<file path="config.mk">
export PLATFORM = sky130hd
export DESIGN_NAME = control_mode_switch_select
export DESIGN_NICKNAME = d
export VERILOG_FILES = /design/src/logic/ctrl_switch_pkg.sv /design/src/logic/input_sync.sv /design/src/logic/control_mode_switch_select.sv
export VERILOG_INCLUDE_DIRS = /design/src /design/src/logic
export SDC_FILE = /design/constraint.sdc
export NUM_CORES = 1
export LEC_CHECK = 0
export BUFFER_PORTS_ARGS = -buffer_cell sky130_fd_sc_hd__buf_2
export CAP_MARGIN = 25
export CORE_ASPECT_RATIO = 1.25
export CORE_MARGIN = 2
export CORE_UTILIZATION = 54
export DETAILED_ROUTE_END_ITERATION = 8
export PLACE_DENSITY = 0.92
export SLEW_MARGIN = 0
export SYNTH_ARGS = -nofsm -noshare
export SYNTH_HDL_FRONTEND = slang
export SYNTH_SLANG_ARGS = --single-unit
</file>
<file path="constraint.sdc">
create_clock -name i_clk -period 2.6 [get_ports i_clk]
set_input_delay 0.13 -clock i_clk [delete_from_list [all_inputs] [get_ports i_clk]]
set_output_delay 0.13 -clock i_clk [all_outputs]
set_load 0.02 [all_outputs]
</file>
<file path="src/logic/ctrl_switch_params.svh">
// constants for the control method switch block
`ifndef CTRL_SWITCH_PARAMS_SVH
`define CTRL_SWITCH_PARAMS_SVH
`define CLK_HZ              10000000
`define CAPTURE_LATENCY_US  2000
`define CAPTURE_CYCLES      ((`CAPTURE_LATENCY_US * (`CLK_HZ / 1000000)))
`define SAMPLE_PERIOD       16'h0064
`define METHOD_INT_SPEED    4'h3
`define METHOD_INT_SPD_SPD  4'h4
`define METHOD_INT_SPD_POS  4'h5
`define METHOD_INT_SPD_TRQ  4'h6
`define METHOD_TRQ_SPD      4'h9
`define METHOD_SPD_ZERO_CLAMP_IN   4'ha
`define METHOD_POS_INHIBIT  4'hb
`define METHOD_RESET        4'h0
`define ALLOC_FACTORY       1'b0
`define ALLOC_ALTERNATE     1'b1
`define SPEED_W             14
`endif

</file>
<file path="src/logic/ctrl_switch_pkg.sv">
// types for the control method switch block
`default_nettype none
package ctrl_switch_pkg;
   typedef enum logic [2:0] {
      LOOP_INT_SPEED,
      LOOP_SPEED,
      LOOP_POSITION,
      LOOP_TORQUE
   } loop_e;
   typedef struct packed {
      logic fwd_limit_select_in;
      logic rev_limit_select_in;
      logic internal_dir_select_in;
      logic internal_speed_sel_a_in;
      logic internal_speed_sel_b_in;
      logic proportional_ctrl_in;
      logic zero_clamp_in;
      logic pulse_inhibit_in;
      logic ctrl_select_in;
   } inputs_s;
   typedef struct packed {
      loop_e      loop;
      logic       zero_clamp;
      logic       pulse_inhibit;
      logic       reverse;
      logic [1:0] speed_num;
   } select_s;
endpackage
`default_nettype wire

</file>
<file path="src/logic/input_sync.sv">
// two-flop synchroniser for a group of pin inputs
`default_nettype none
module input_sync #(
   parameter int W = 9
) (
   input  wire logic         i_clk,
   input  wire logic         i_rst,
   input  wire logic [W-1:0] i_async,
   output logic      [W-1:0] o_sync
);
   logic [W-1:0] meta_r;
   always_ff @(posedge i_clk) begin
      if (i_rst) begin
         meta_r <= '0;
         o_sync <= '0;
      end else begin
         meta_r <= i_async;
         o_sync <= meta_r;
      end
   end
endmodule
`default_nettype wire

</file>
<file path="src/logic/control_mode_switch_select.sv">
// decodes the active control method and internal speed from sequence inputs
//
// Behaviour
// (RQ1) forward/reverse speed-select changes acted on within 2 ms.
// (RQ2) capture latency identical whether soft start is active or not.
// (RQ3) leaving internal speed for position decelerates, waits for stop first.
// (RQ4) alternate allocation, methods 4/5/6: select on gives speed/position/torque, off internal.
// (RQ5) speed-select pair: off/off 0, b only 1, both 2, a only 3.
// (RQ6) direction input off forward, on reverse, in internal speed control.
// (RQ7) host assigns control-select and speed/direction terminals explicitly.
// (RQ8) method 9: switch input on speed, off torque.
// (RQ9) factory allocation: proportional input adds zero clamp (A) or inhibit (B).
// (RQ10) alternate allocation: dedicated clamp input in A, inhibit input in B.
// (RQ11) entering internal speed control allowed while motor rotates.
// (RQ12) internal speed setting above motor maximum is limited to maximum.
// (RQ13) method setting takes effect only after restart.
// (RQ14) inputs synchronised; method and speed update together on one edge.
`default_nettype none
`include "ctrl_switch_params.svh"
module control_mode_switch_select
   import ctrl_switch_pkg::*;
(
   input  wire logic                  i_clk,
   input  wire logic                  i_rst,
   input  wire logic                  i_restart,
   input  wire logic [3:0]            i_ctrl_method_setting,
   input  wire logic                  i_input_alloc_mode_setting,
   input  wire logic                  i_fwd_limit_select_in,
   input  wire logic                  i_rev_limit_select_in,
   input  wire logic                  i_internal_dir_select_in,
   input  wire logic                  i_internal_speed_sel_a_in,
   input  wire logic                  i_internal_speed_sel_b_in,
   input  wire logic                  i_proportional_ctrl_in,
   input  wire logic                  i_zero_clamp_in,
   input  wire logic                  i_pulse_inhibit_in,
   input  wire logic                  i_ctrl_select_in,
   input  wire logic                  i_motor_stopped,
   input  wire logic [`SPEED_W-1:0]   i_internal_speed_one,
   input  wire logic [`SPEED_W-1:0]   i_internal_speed_two,
   input  wire logic [`SPEED_W-1:0]   i_internal_speed_three,
   input  wire logic [`SPEED_W-1:0]   i_motor_max_speed,
   output logic      [2:0]            o_loop,
   output logic                       o_zero_clamp,
   output logic                       o_pulse_inhibit,
   output logic                       o_reverse,
   output logic      [1:0]            o_speed_num,
   output logic      [`SPEED_W-1:0]   o_speed_ref,
   output logic                       o_decel_request
);
   inputs_s     pins;
   inputs_s     pins_s;
   select_s     sel_nxt;
   select_s     sel_r;
   logic [3:0]  method_r;
   logic        alloc_r;
   logic [15:0] tick_r;
   logic        sample;
   logic        decel_r;

   assign pins = '{i_fwd_limit_select_in, i_rev_limit_select_in, i_internal_dir_select_in,
                   i_internal_speed_sel_a_in, i_internal_speed_sel_b_in, i_proportional_ctrl_in,
                   i_zero_clamp_in, i_pulse_inhibit_in, i_ctrl_select_in};

   // every pin passes two flops before decode; those cycles count against the latency budget
   input_sync #(.W($bits(inputs_s))) u_sync (
      .i_clk   (i_clk),
      .i_rst   (i_rst),
      .i_async (pins),
      .o_sync  (pins_s)
   ); // RQ14

   // settings latched only at restart, reset loads method 0 and factory allocation; live writes are not seen
   // decode reads only these registers, so a setting written mid-run cannot glitch the method
   always_ff @(posedge i_clk) begin
      if (i_rst) begin
         method_r <= `METHOD_RESET;
         alloc_r  <= `ALLOC_FACTORY;
      end else if (i_restart) begin
         method_r <= i_ctrl_method_setting; // RQ13
         alloc_r  <= i_input_alloc_mode_setting;
      end
   end

   // fixed 10 us sampling tick, independent of soft start, keeps latency far below 2 ms
   always_ff @(posedge i_clk) begin
      if (i_rst || sample) begin
         tick_r <= '0;
      end else begin
         tick_r <= tick_r + 16'h0001;
      end
   end
   assign sample = (tick_r == `SAMPLE_PERIOD - 16'h0001); // RQ1 RQ2

   // pair runs in gray order, so each one-step change from speed 0 up to speed 3 flips only one pin
   function automatic logic [1:0] speed_code(input logic a, input logic b);
      unique case ({a, b})
         2'b00:   speed_code = 2'h0;
         2'b01:   speed_code = 2'h1;
         2'b11:   speed_code = 2'h2;
         2'b10:   speed_code = 2'h3;
      endcase
   endfunction // RQ5

   function automatic logic [`SPEED_W-1:0] clip(input logic [`SPEED_W-1:0] v,
                                                input logic [`SPEED_W-1:0] mx);
      clip = (v > mx) ? mx : v;
   endfunction // RQ12

   always_comb begin
      logic ssel_a;
      logic ssel_b;
      logic dir;
      logic csel;
      ssel_a = 1'b0;
      ssel_b = 1'b0;
      dir    = 1'b0;
      csel   = 1'b0;
      sel_nxt = '{LOOP_SPEED, 1'b0, 1'b0, 1'b0, 2'h0};
      // terminals come from the explicit alternate assignment, else the factory pins
      if (alloc_r == `ALLOC_ALTERNATE) begin
         ssel_a = pins_s.internal_speed_sel_a_in; // RQ7
         ssel_b = pins_s.internal_speed_sel_b_in;
         dir    = pins_s.internal_dir_select_in;
         csel   = pins_s.ctrl_select_in;
      end else begin
         ssel_a = pins_s.fwd_limit_select_in;
         ssel_b = pins_s.rev_limit_select_in;
         dir    = pins_s.proportional_ctrl_in;
      end
      unique case (method_r)
         `METHOD_INT_SPEED: begin
            sel_nxt.loop = LOOP_INT_SPEED;
         end
         `METHOD_INT_SPD_SPD, `METHOD_INT_SPD_POS, `METHOD_INT_SPD_TRQ: begin
            if (alloc_r == `ALLOC_ALTERNATE) begin
               csel = pins_s.ctrl_select_in;
            end else begin
               // factory pins: both speed selects off hands over to the external method,
               // any other pair keeps internal speed, so no separate select pin is needed
               csel = (speed_code(ssel_a, ssel_b) == 2'h0);
            end
            if (!csel) begin
               sel_nxt.loop = LOOP_INT_SPEED; // RQ4 RQ11
            end else if (method_r == `METHOD_INT_SPD_SPD) begin
               sel_nxt.loop = LOOP_SPEED; // RQ4
            end else if (method_r == `METHOD_INT_SPD_POS) begin
               sel_nxt.loop = LOOP_POSITION;
            end else begin
               sel_nxt.loop = LOOP_TORQUE;
            end
         end
         `METHOD_TRQ_SPD: begin
            csel = (alloc_r == `ALLOC_ALTERNATE) ? pins_s.ctrl_select_in : pins_s.proportional_ctrl_in;
            sel_nxt.loop = csel ? LOOP_SPEED : LOOP_TORQUE; // RQ8
         end
         `METHOD_SPD_ZERO_CLAMP_IN: begin
            sel_nxt.loop = LOOP_SPEED;
            sel_nxt.zero_clamp = (alloc_r == `ALLOC_ALTERNATE) ? pins_s.zero_clamp_in
                                                               : pins_s.proportional_ctrl_in; // RQ9 RQ10
         end
         `METHOD_POS_INHIBIT: begin
            sel_nxt.loop = LOOP_POSITION;
            sel_nxt.pulse_inhibit = (alloc_r == `ALLOC_ALTERNATE) ? pins_s.pulse_inhibit_in
                                                                  : pins_s.proportional_ctrl_in; // RQ9 RQ10
         end
         default: begin
            // unused method codes fall back to plain speed control
            sel_nxt.loop = LOOP_SPEED;
         end
      endcase
      if (sel_nxt.loop == LOOP_INT_SPEED) begin
         sel_nxt.speed_num = speed_code(ssel_a, ssel_b); // RQ5
         sel_nxt.reverse   = dir; // RQ6
      end
   end

   // selection moves on one sample edge, whole except while waiting for stop (then only speed_num), so method and speed never mix
   always_ff @(posedge i_clk) begin
      if (i_rst) begin
         sel_r   <= '{LOOP_SPEED, 1'b0, 1'b0, 1'b0, 2'h0};
         decel_r <= 1'b0;
      end else if (sample) begin
         if (sel_r.loop == LOOP_INT_SPEED && sel_nxt.loop == LOOP_POSITION && !i_motor_stopped) begin
            // hold internal speed, command stop ramp until motor halts
            // the ramp itself lives in the speed loop and follows the soft start deceleration
            // time; this block only asks for it and waits for standstill
            sel_r.speed_num <= 2'h0; // RQ3
            decel_r         <= 1'b1;
         end else begin
            sel_r   <= sel_nxt; // RQ14
            decel_r <= 1'b0;
         end
      end
   end

   always_ff @(posedge i_clk) begin
      if (i_rst) begin
         o_loop          <= 3'h1;
         o_zero_clamp    <= 1'b0;
         o_pulse_inhibit <= 1'b0;
         o_reverse       <= 1'b0;
         o_speed_num     <= 2'h0;
         o_speed_ref     <= '0;
         o_decel_request <= 1'b0;
      end else begin
         o_loop          <= sel_r.loop;
         o_zero_clamp    <= sel_r.zero_clamp;
         o_pulse_inhibit <= sel_r.pulse_inhibit;
         o_reverse       <= sel_r.reverse;
         o_speed_num     <= sel_r.speed_num;
         o_decel_request <= decel_r; // RQ3
         // clipped every cycle because the speed settings may be rewritten at any time
         unique case (sel_r.speed_num)
            2'h0: o_speed_ref <= '0;
            2'h1: o_speed_ref <= clip(i_internal_speed_one, i_motor_max_speed);
            2'h2: o_speed_ref <= clip(i_internal_speed_two, i_motor_max_speed);
            2'h3: o_speed_ref <= clip(i_internal_speed_three, i_motor_max_speed);
         endcase
      end
   end
endmodule
`default_nettype wire

</file>
==> reports/qor.yml, run 1 <==
placement:
  gp_congestion: 1.05
  place_worst_setup_slack_ns: 0.0139
  io_buffers: 95
  place_inst: 615
  hpwl_microns: 7600
global_routing:
  grt_antenna_before_repair: 0
  grt_pass1_wl_microns: 15300
  grt_pass1_vias: 3607
  track_usage: 0.241
  grt_max_degree: 39
  grt_overflow: 0
sta:
  fmax_mhz: 445
  layout_min_cycle_time_ns: 2.25
  max-slew-margin-rel: 0.554
  period_share: 0.863
  hold_violations: 0
  clock_skew_ns: 0.0123
  setup_viol: 0
  fin_ws_ns: 0.355
  final.setup.tns_ns: 0
  worst_pin_slew_ns: 0.669
  drv_slew: 0
  rsz0062_at_grt: "no"
  fin_hold_ws_ns: 0.0163
clock_tree:
  clk_pin_slew_ns: 0.08
  cts_max_path_buffers: 2
  cts_tree: "done"
  worst_skew_pair.late_latency_ns: 0.35
  htree_num_levels: 3
  cts_num_sinks: 69
  clockRootBuffer: "clkbuf_8"
  cts_inserted_buffers: 9
  ctsResizeCount: 0
synth:
  syn_avg_cell_area_sq_um: 9.34
  synth_nets: 549
  ys_types: 45
  synthFlopType: "dfxtp_1"
  synth_seq_cells: 69
  synth-edff-count: 0
  synth_cells: 431
  synth_area_sq_mm: 0.00402
  yosysWarnings: 0
  synthArstFlopShare: 0
  seq_area_frac_synth: 0.343
power:
  p_per_area_mw_per_mm2: 497
  cellLeakagePower_nw: 2.45
  max-vdd-ir-drop_uv: 471
final_layout:
  final_nets: 660
  mostFrequentLayoutCells: "95 x buf_2, 69 x dfxtp_1, 44 x ha_1"
  n_antenna_cell: 0
  final_cells: 639
  final_common_cell: "buf_2"
  drive_gt1_frac: 0.269
  syn_to_final_growth_pct: 23.3
drt:
  drt_wl_total_microns: 9810
  routed_via_density: 5.66
  drcViolationCount: 0
  drt_iter0_drc: 98
  ant_nets: 0
  vias: 3619
  dr.pass1.iters: 4
  post_drt_wl_per_cell_microns: 15.3
die:
  die_h_microns: 101
  die_area_sq_mm: 0.00816
  row_count: 35
  dieWidth_microns: 81.2
  core_sq_mm: 0.00731
  initial_core_util: 0.550
  io_pins: 97
worst_setup_path:
  startpoint: "i_motor_max_speed[3]"
  end_kind: "register"
  cp-start-kind: "input pin"
  crit_type: "input pin to register"
  cp_data_arrival_time_ns: 2.49
  timing.rr.start: "tick_r[11]"
  crit_required_ns: 2.84
  worstPathMaxFanout: 8
status:
  status: "complete, no violations"
worst_hold_path:
  min_path_type: "input pin to register"
  hp-start: "i_rst"
run:
  drv_cap: 0
==> flip-flops by register name (all words and copies together), names as in the netlist, 2 cells and up <==
register	cells
o_loop	2
u_sync.o_sync	9
o_speed_ref	14
tick_r	16
sel_r	7
o_speed_num	2
method_r	4
u_sync.meta_r	9
==> critical path, cell delays in order <==
cell and delay, ns:
buf_2 0.09, inv_1 0.05, ha_1 0.28, a21o_1 0.18, a21o_1 0.18, a221o_1 0.35
a2111oi_2 0.41, a41oi_2 0.09, buf_4 0.23, mux2_4 0.31, a21o_1 0.18
==> power breakdown <==
part	switching, W	leakage [nW]	internal [W]
Sequential	0.0000151	0.561	0.00108
Combinational	0.000234	1.80	0.000250
Clock	0.000439	0.0971	0.000451
Total	0.000689	2.45	0.00178
==> timing repair <==
| item | CTS | global route |
|---|---|---|
| buffers inserted | 0 | 0 |
| endpoints found under the hold margin | 8 | 0 |
| hold buffers | 8 | 0 |
==> routing by layer <==
layer / wire [microns] / vias up / track usage
met3: 592 / 30 / 0.0520
met1: 3690 / 1686 / 0.240
li1: - / 1756 / -
met5: 0 / - / 0
met4: 395 / 0 / 0.116
met2: 5120 / 147 / 0.460
==> cell type report <==
| class | instances | area [sq um] |
|---|---|---|
| Timing Repair Buffer | 121 | 716 |
| Fill cell | 546 | 2350 |
| Clock buffer | 10 | 128 |
| Clock inverter | 6 | 72.6 |
| Inverter | 22 | 82.6 |
| Sequential cell | 69 | 1380 |
| Tap cell | 92 | 115 |
| Multi-Input combinational cell | 319 | 2470 |
==> cell families after synthesis <==
family,count (synthesis),share of synthesized area
AO/OA/AOI/OAI,86,0.145
buffers and inverters,43,0.0435
flip-flops,69,0.343
AND/OR/NAND/NOR,125,0.163
XOR/XNOR,11,0.0239
multiplexers,52,0.143
other,1,0.000932
adder cells (fa/ha/maj),44,0.137
==> final timing paths <==
check,endpoint,slack [ns],cells past startpoint
setup / recovery,o_speed_ref[9],0.35,11
hold / removal,o_speed_num[1],0.02,2
setup reg to reg,tick_r[11],0.38,6
hold reg to reg,u_sync.o_sync[4],0.44,1
==> through the flow <==
stage               cell area (sq um)  utilization  total power [W]
CTS                              4960        0.679          0.00247
finish                           4960        0.679          0.00247
global placement                 4680        0.640          0.00156
global route                     4960        0.679          0.00258
detailed placement               4680        0.640          0.00158
floorplan                        4020            -          0.00141
==> cell usage after synthesis, types with 3 or more instances <==
cell type   n  area share
dfxtp_1    69        0.34
ha_1       44        0.14
mux2i_1    38       0.095
nor2_1     34       0.032
nor2b_1    30       0.047
a21oi_1    24       0.030
a21o_1     23       0.043
inv_1      22       0.021
clkbuf_1   15       0.014
o22ai_1    15       0.023
nand3_1    13       0.016
nand2_1    11       0.010
nand4_1    11       0.017
mux2_4     10       0.037
nand2b_1    8       0.012
o21ai_0     8       0.010
xor2_1      7       0.015
mux2_2      4       0.011
nor3_1      4      0.0050
xnor2_1     4      0.0087
o31a_1      3      0.0065
or3_1       3      0.0047
No activity file was read; power rests on OpenSTA's default activity.
==> inputs of run 2 (changes only) <==
- CORE_MARGIN: 2 -> 1.5
- CORE_UTILIZATION: 54 -> 40
- PLACE_DENSITY: 0.92 -> 0.75
==> reports/qor.yml, run 2 (synthesis gave the netlist of run 1 again) <==
sta:
  worst_pin_slew_ns: 0.706  # +0.0371 ns
  rsz0062_at_grt: "no"
  hold_violations: 0  # unchanged
  period_share: 0.882  # +0.0183
  max-slew-margin-rel: 0.529  # -0.0247
  fin_hold_ws_ns: 0.00414  # -0.0121 ns
  setup_viol: 0  # unchanged
  fmax_mhz: 436  # -2.1%
  layout_min_cycle_time_ns: 2.29  # +0.0477 ns
  drv_slew: 0  # unchanged
  fin_ws_ns: 0.307  # -0.0477 ns
  final.setup.tns_ns: 0  # unchanged
  clock_skew_ns: 0.00901  # -0.00329 ns
global_routing:
  grt_overflow: 0  # unchanged
  grt_pass1_vias: 3548  # -1.6%
  track_usage: 0.192  # -0.0489
  grt_antenna_before_repair: 0  # unchanged
  grt_max_degree: 39  # unchanged
  grt_pass1_wl_microns: 16300  # +7.1%
placement:
  gp_congestion: 0.943  # -10%
  place_worst_setup_slack_ns: -0.0257  # -0.0395 ns
  hpwl_microns: 7680  # +0.96%
  dpl_cell_area_sq_mm: 0.00475  # +1.5%
  place_inst: 653  # +6.2%
  io_buffers: 95  # unchanged
die:
  core_sq_mm: 0.00971  # +33%
  row_count: 40  # +14%
  dieWidth_microns: 92.7  # +14%
  initial_core_util: 0.414  # -0.136
  io_pins: 97  # unchanged
  die_area_sq_mm: 0.0107  # +31%
  die_h_microns: 115  # +15%
final_layout:
  final_common_cell: "buf_2"
  mostFrequentLayoutCells: "95 x buf_2, 69 x dfxtp_1, 44 x ha_1"
  n_antenna_cell: 0  # unchanged
  final_area_sq_mm: 0.00505  # +1.9%
  final_cells: 670  # +4.9%
  drive_gt1_frac: 0.279  # +0.0107
  register_area_sq_mm: 0.00138  # unchanged
  final_nets: 657  # -0.45%
  multi_input_area_sq_mm: 0.00247  # unchanged
  largest_reg_flops: 16  # unchanged
  fillers: 896  # +64%
  reg.largest.list: "tick_r: 16 flops, o_speed_ref: 14 flops"
  syn_to_final_growth_pct: 25.6
  regMostFlops: "tick_r"
clock_tree:
  clockRootBuffer: "clkbuf_16"
  worst_skew_pair.late_latency_ns: 0.33  # -0.02 ns
  htree_num_levels: 3  # unchanged
  ctsResizeCount: 0  # unchanged
  cts_inserted_buffers: 9  # unchanged
  cts_tree: "done"
  cts_num_sinks: 69  # unchanged
  cts_max_path_buffers: 2  # unchanged
  clk_pin_slew_ns: 0.07  # about the same
drt:
  drcViolationCount: 0  # unchanged
  drt_wl_total_microns: 9910  # +1.1%
  dr.pass1.iters: 4  # unchanged
  ant_nets: 0  # unchanged
  drt_iter0_drc: 118  # +20%
  routed_via_density: 5.25  # -7.2%
  vias: 3520  # -2.7%
  post_drt_wl_per_cell_microns: 14.8  # -3.6%
run:
  drv_cap: 0  # unchanged
worst_setup_path:
  reg2reg_setup_slack_ns: 0.40  # +0.02 ns
  reg2regPathDepth: 9  # +3
  worstPathMaxFanout: 7  # -1
  timing.rr.start: "alloc_r"
  crit_top_cell: "a21o_1"
  crit_slowest_cell: "a2111oi_2"
  cpPeakStageDelay_ns: 0.42  # about the same
  crit_required_ns: 2.83  # about the same
  end_kind: "register"
  crit_family: "compound AO/OA/AOI/OAI gates"
  r2r-end: "sel_r[3]"
  crit_type: "input pin to register"
  cp-start-kind: "input pin"
  critical_path_buf_inv_count: 3  # unchanged
  cp_data_arrival_time_ns: 2.52  # +0.03 ns
  path_cells: "buf_2 > inv_1 > ha_1 > a21o_1 > a21o_1 > a221o_1 > a2111oi_2 > a41oi_2 > buf_4 > mux2_4 > a21o_1"
worst_hold_path:
  worstHoldEndpoint: "u_sync.meta_r[3]"
  min_path_type: "input pin to register"
  whs_path_depth: 2  # unchanged
  hp-start: "i_proportional_ctrl_in"
power:
  max-vdd-ir-drop_uv: 412  # -13%
  p_per_area_mw_per_mm2: 547  # +9.9%
  cellLeakagePower_nw: 2.49  # +1.4%
status:
  status: "complete, no violations"
run 2: routing by layer:
layer,track usage,wire length (microns)
met2,0.367,5160
met5,0,0
met1,0.206,3980
met3,0.0284,507
met4,0.0889,252
run 2: what timing repair did:
item | CTS | global route
hold buffers | 1 | 0
setup endpoints to repair | 0 | 0
buffers inserted | 0 | 0
endpoints found under the hold margin | 1 | 0
run 2: how the worst max path moves through the flow:
stage	endpoint	slack, ns	from	cells past startpoint
final	o_speed_ref[13]	0.31	i_motor_max_speed[3]	11
after global routing	o_speed_ref[10]	0.22	i_motor_max_speed[3]	11
after CTS	o_speed_ref[13]	0.31	i_motor_max_speed[3]	11
after detailed placement	o_speed_ref[13]	-0.03	i_motor_max_speed[3]	11
after global placement	o_speed_ref[13]	0.06	i_motor_max_speed[3]	11
after floorplan	o_speed_ref[10]	0.21	i_motor_max_speed[3]	10
run 2: metrics by stage:
stage | util | power (W)
after detailed placement | 0.490 | 0.00159
after CTS | 0.521 | 0.00278
after floorplan | - | 0.00141
after global routing | 0.521 | 0.00288
final | 0.521 | 0.00276
after global placement | 0.490 | 0.00157
run 2: power by group:
| part | leakage, nW | switching (W) | internal [W] | total [W] |
|---|---|---|---|---|
| clock | 0.140 | 0.000520 | 0.000669 | 0.00119 |
| combinational | 1.79 | 0.000232 | 0.000249 | 0.000481 |
| sequential | 0.561 | 0.0000149 | 0.00108 | 0.00109 |
| total | 2.49 | 0.000767 | 0.00200 | 0.00276 |
run 2: area by class of cell:
class	count	share of cell area
Clock buffer	9	0.0446
Clock inverter	7	0.0129
Inverter	22	0.0163
Multi-Input combinational cell	319	0.488
Sequential cell	69	0.273
Tap cell	126	0.0312
Timing Repair Buffer	118	0.134
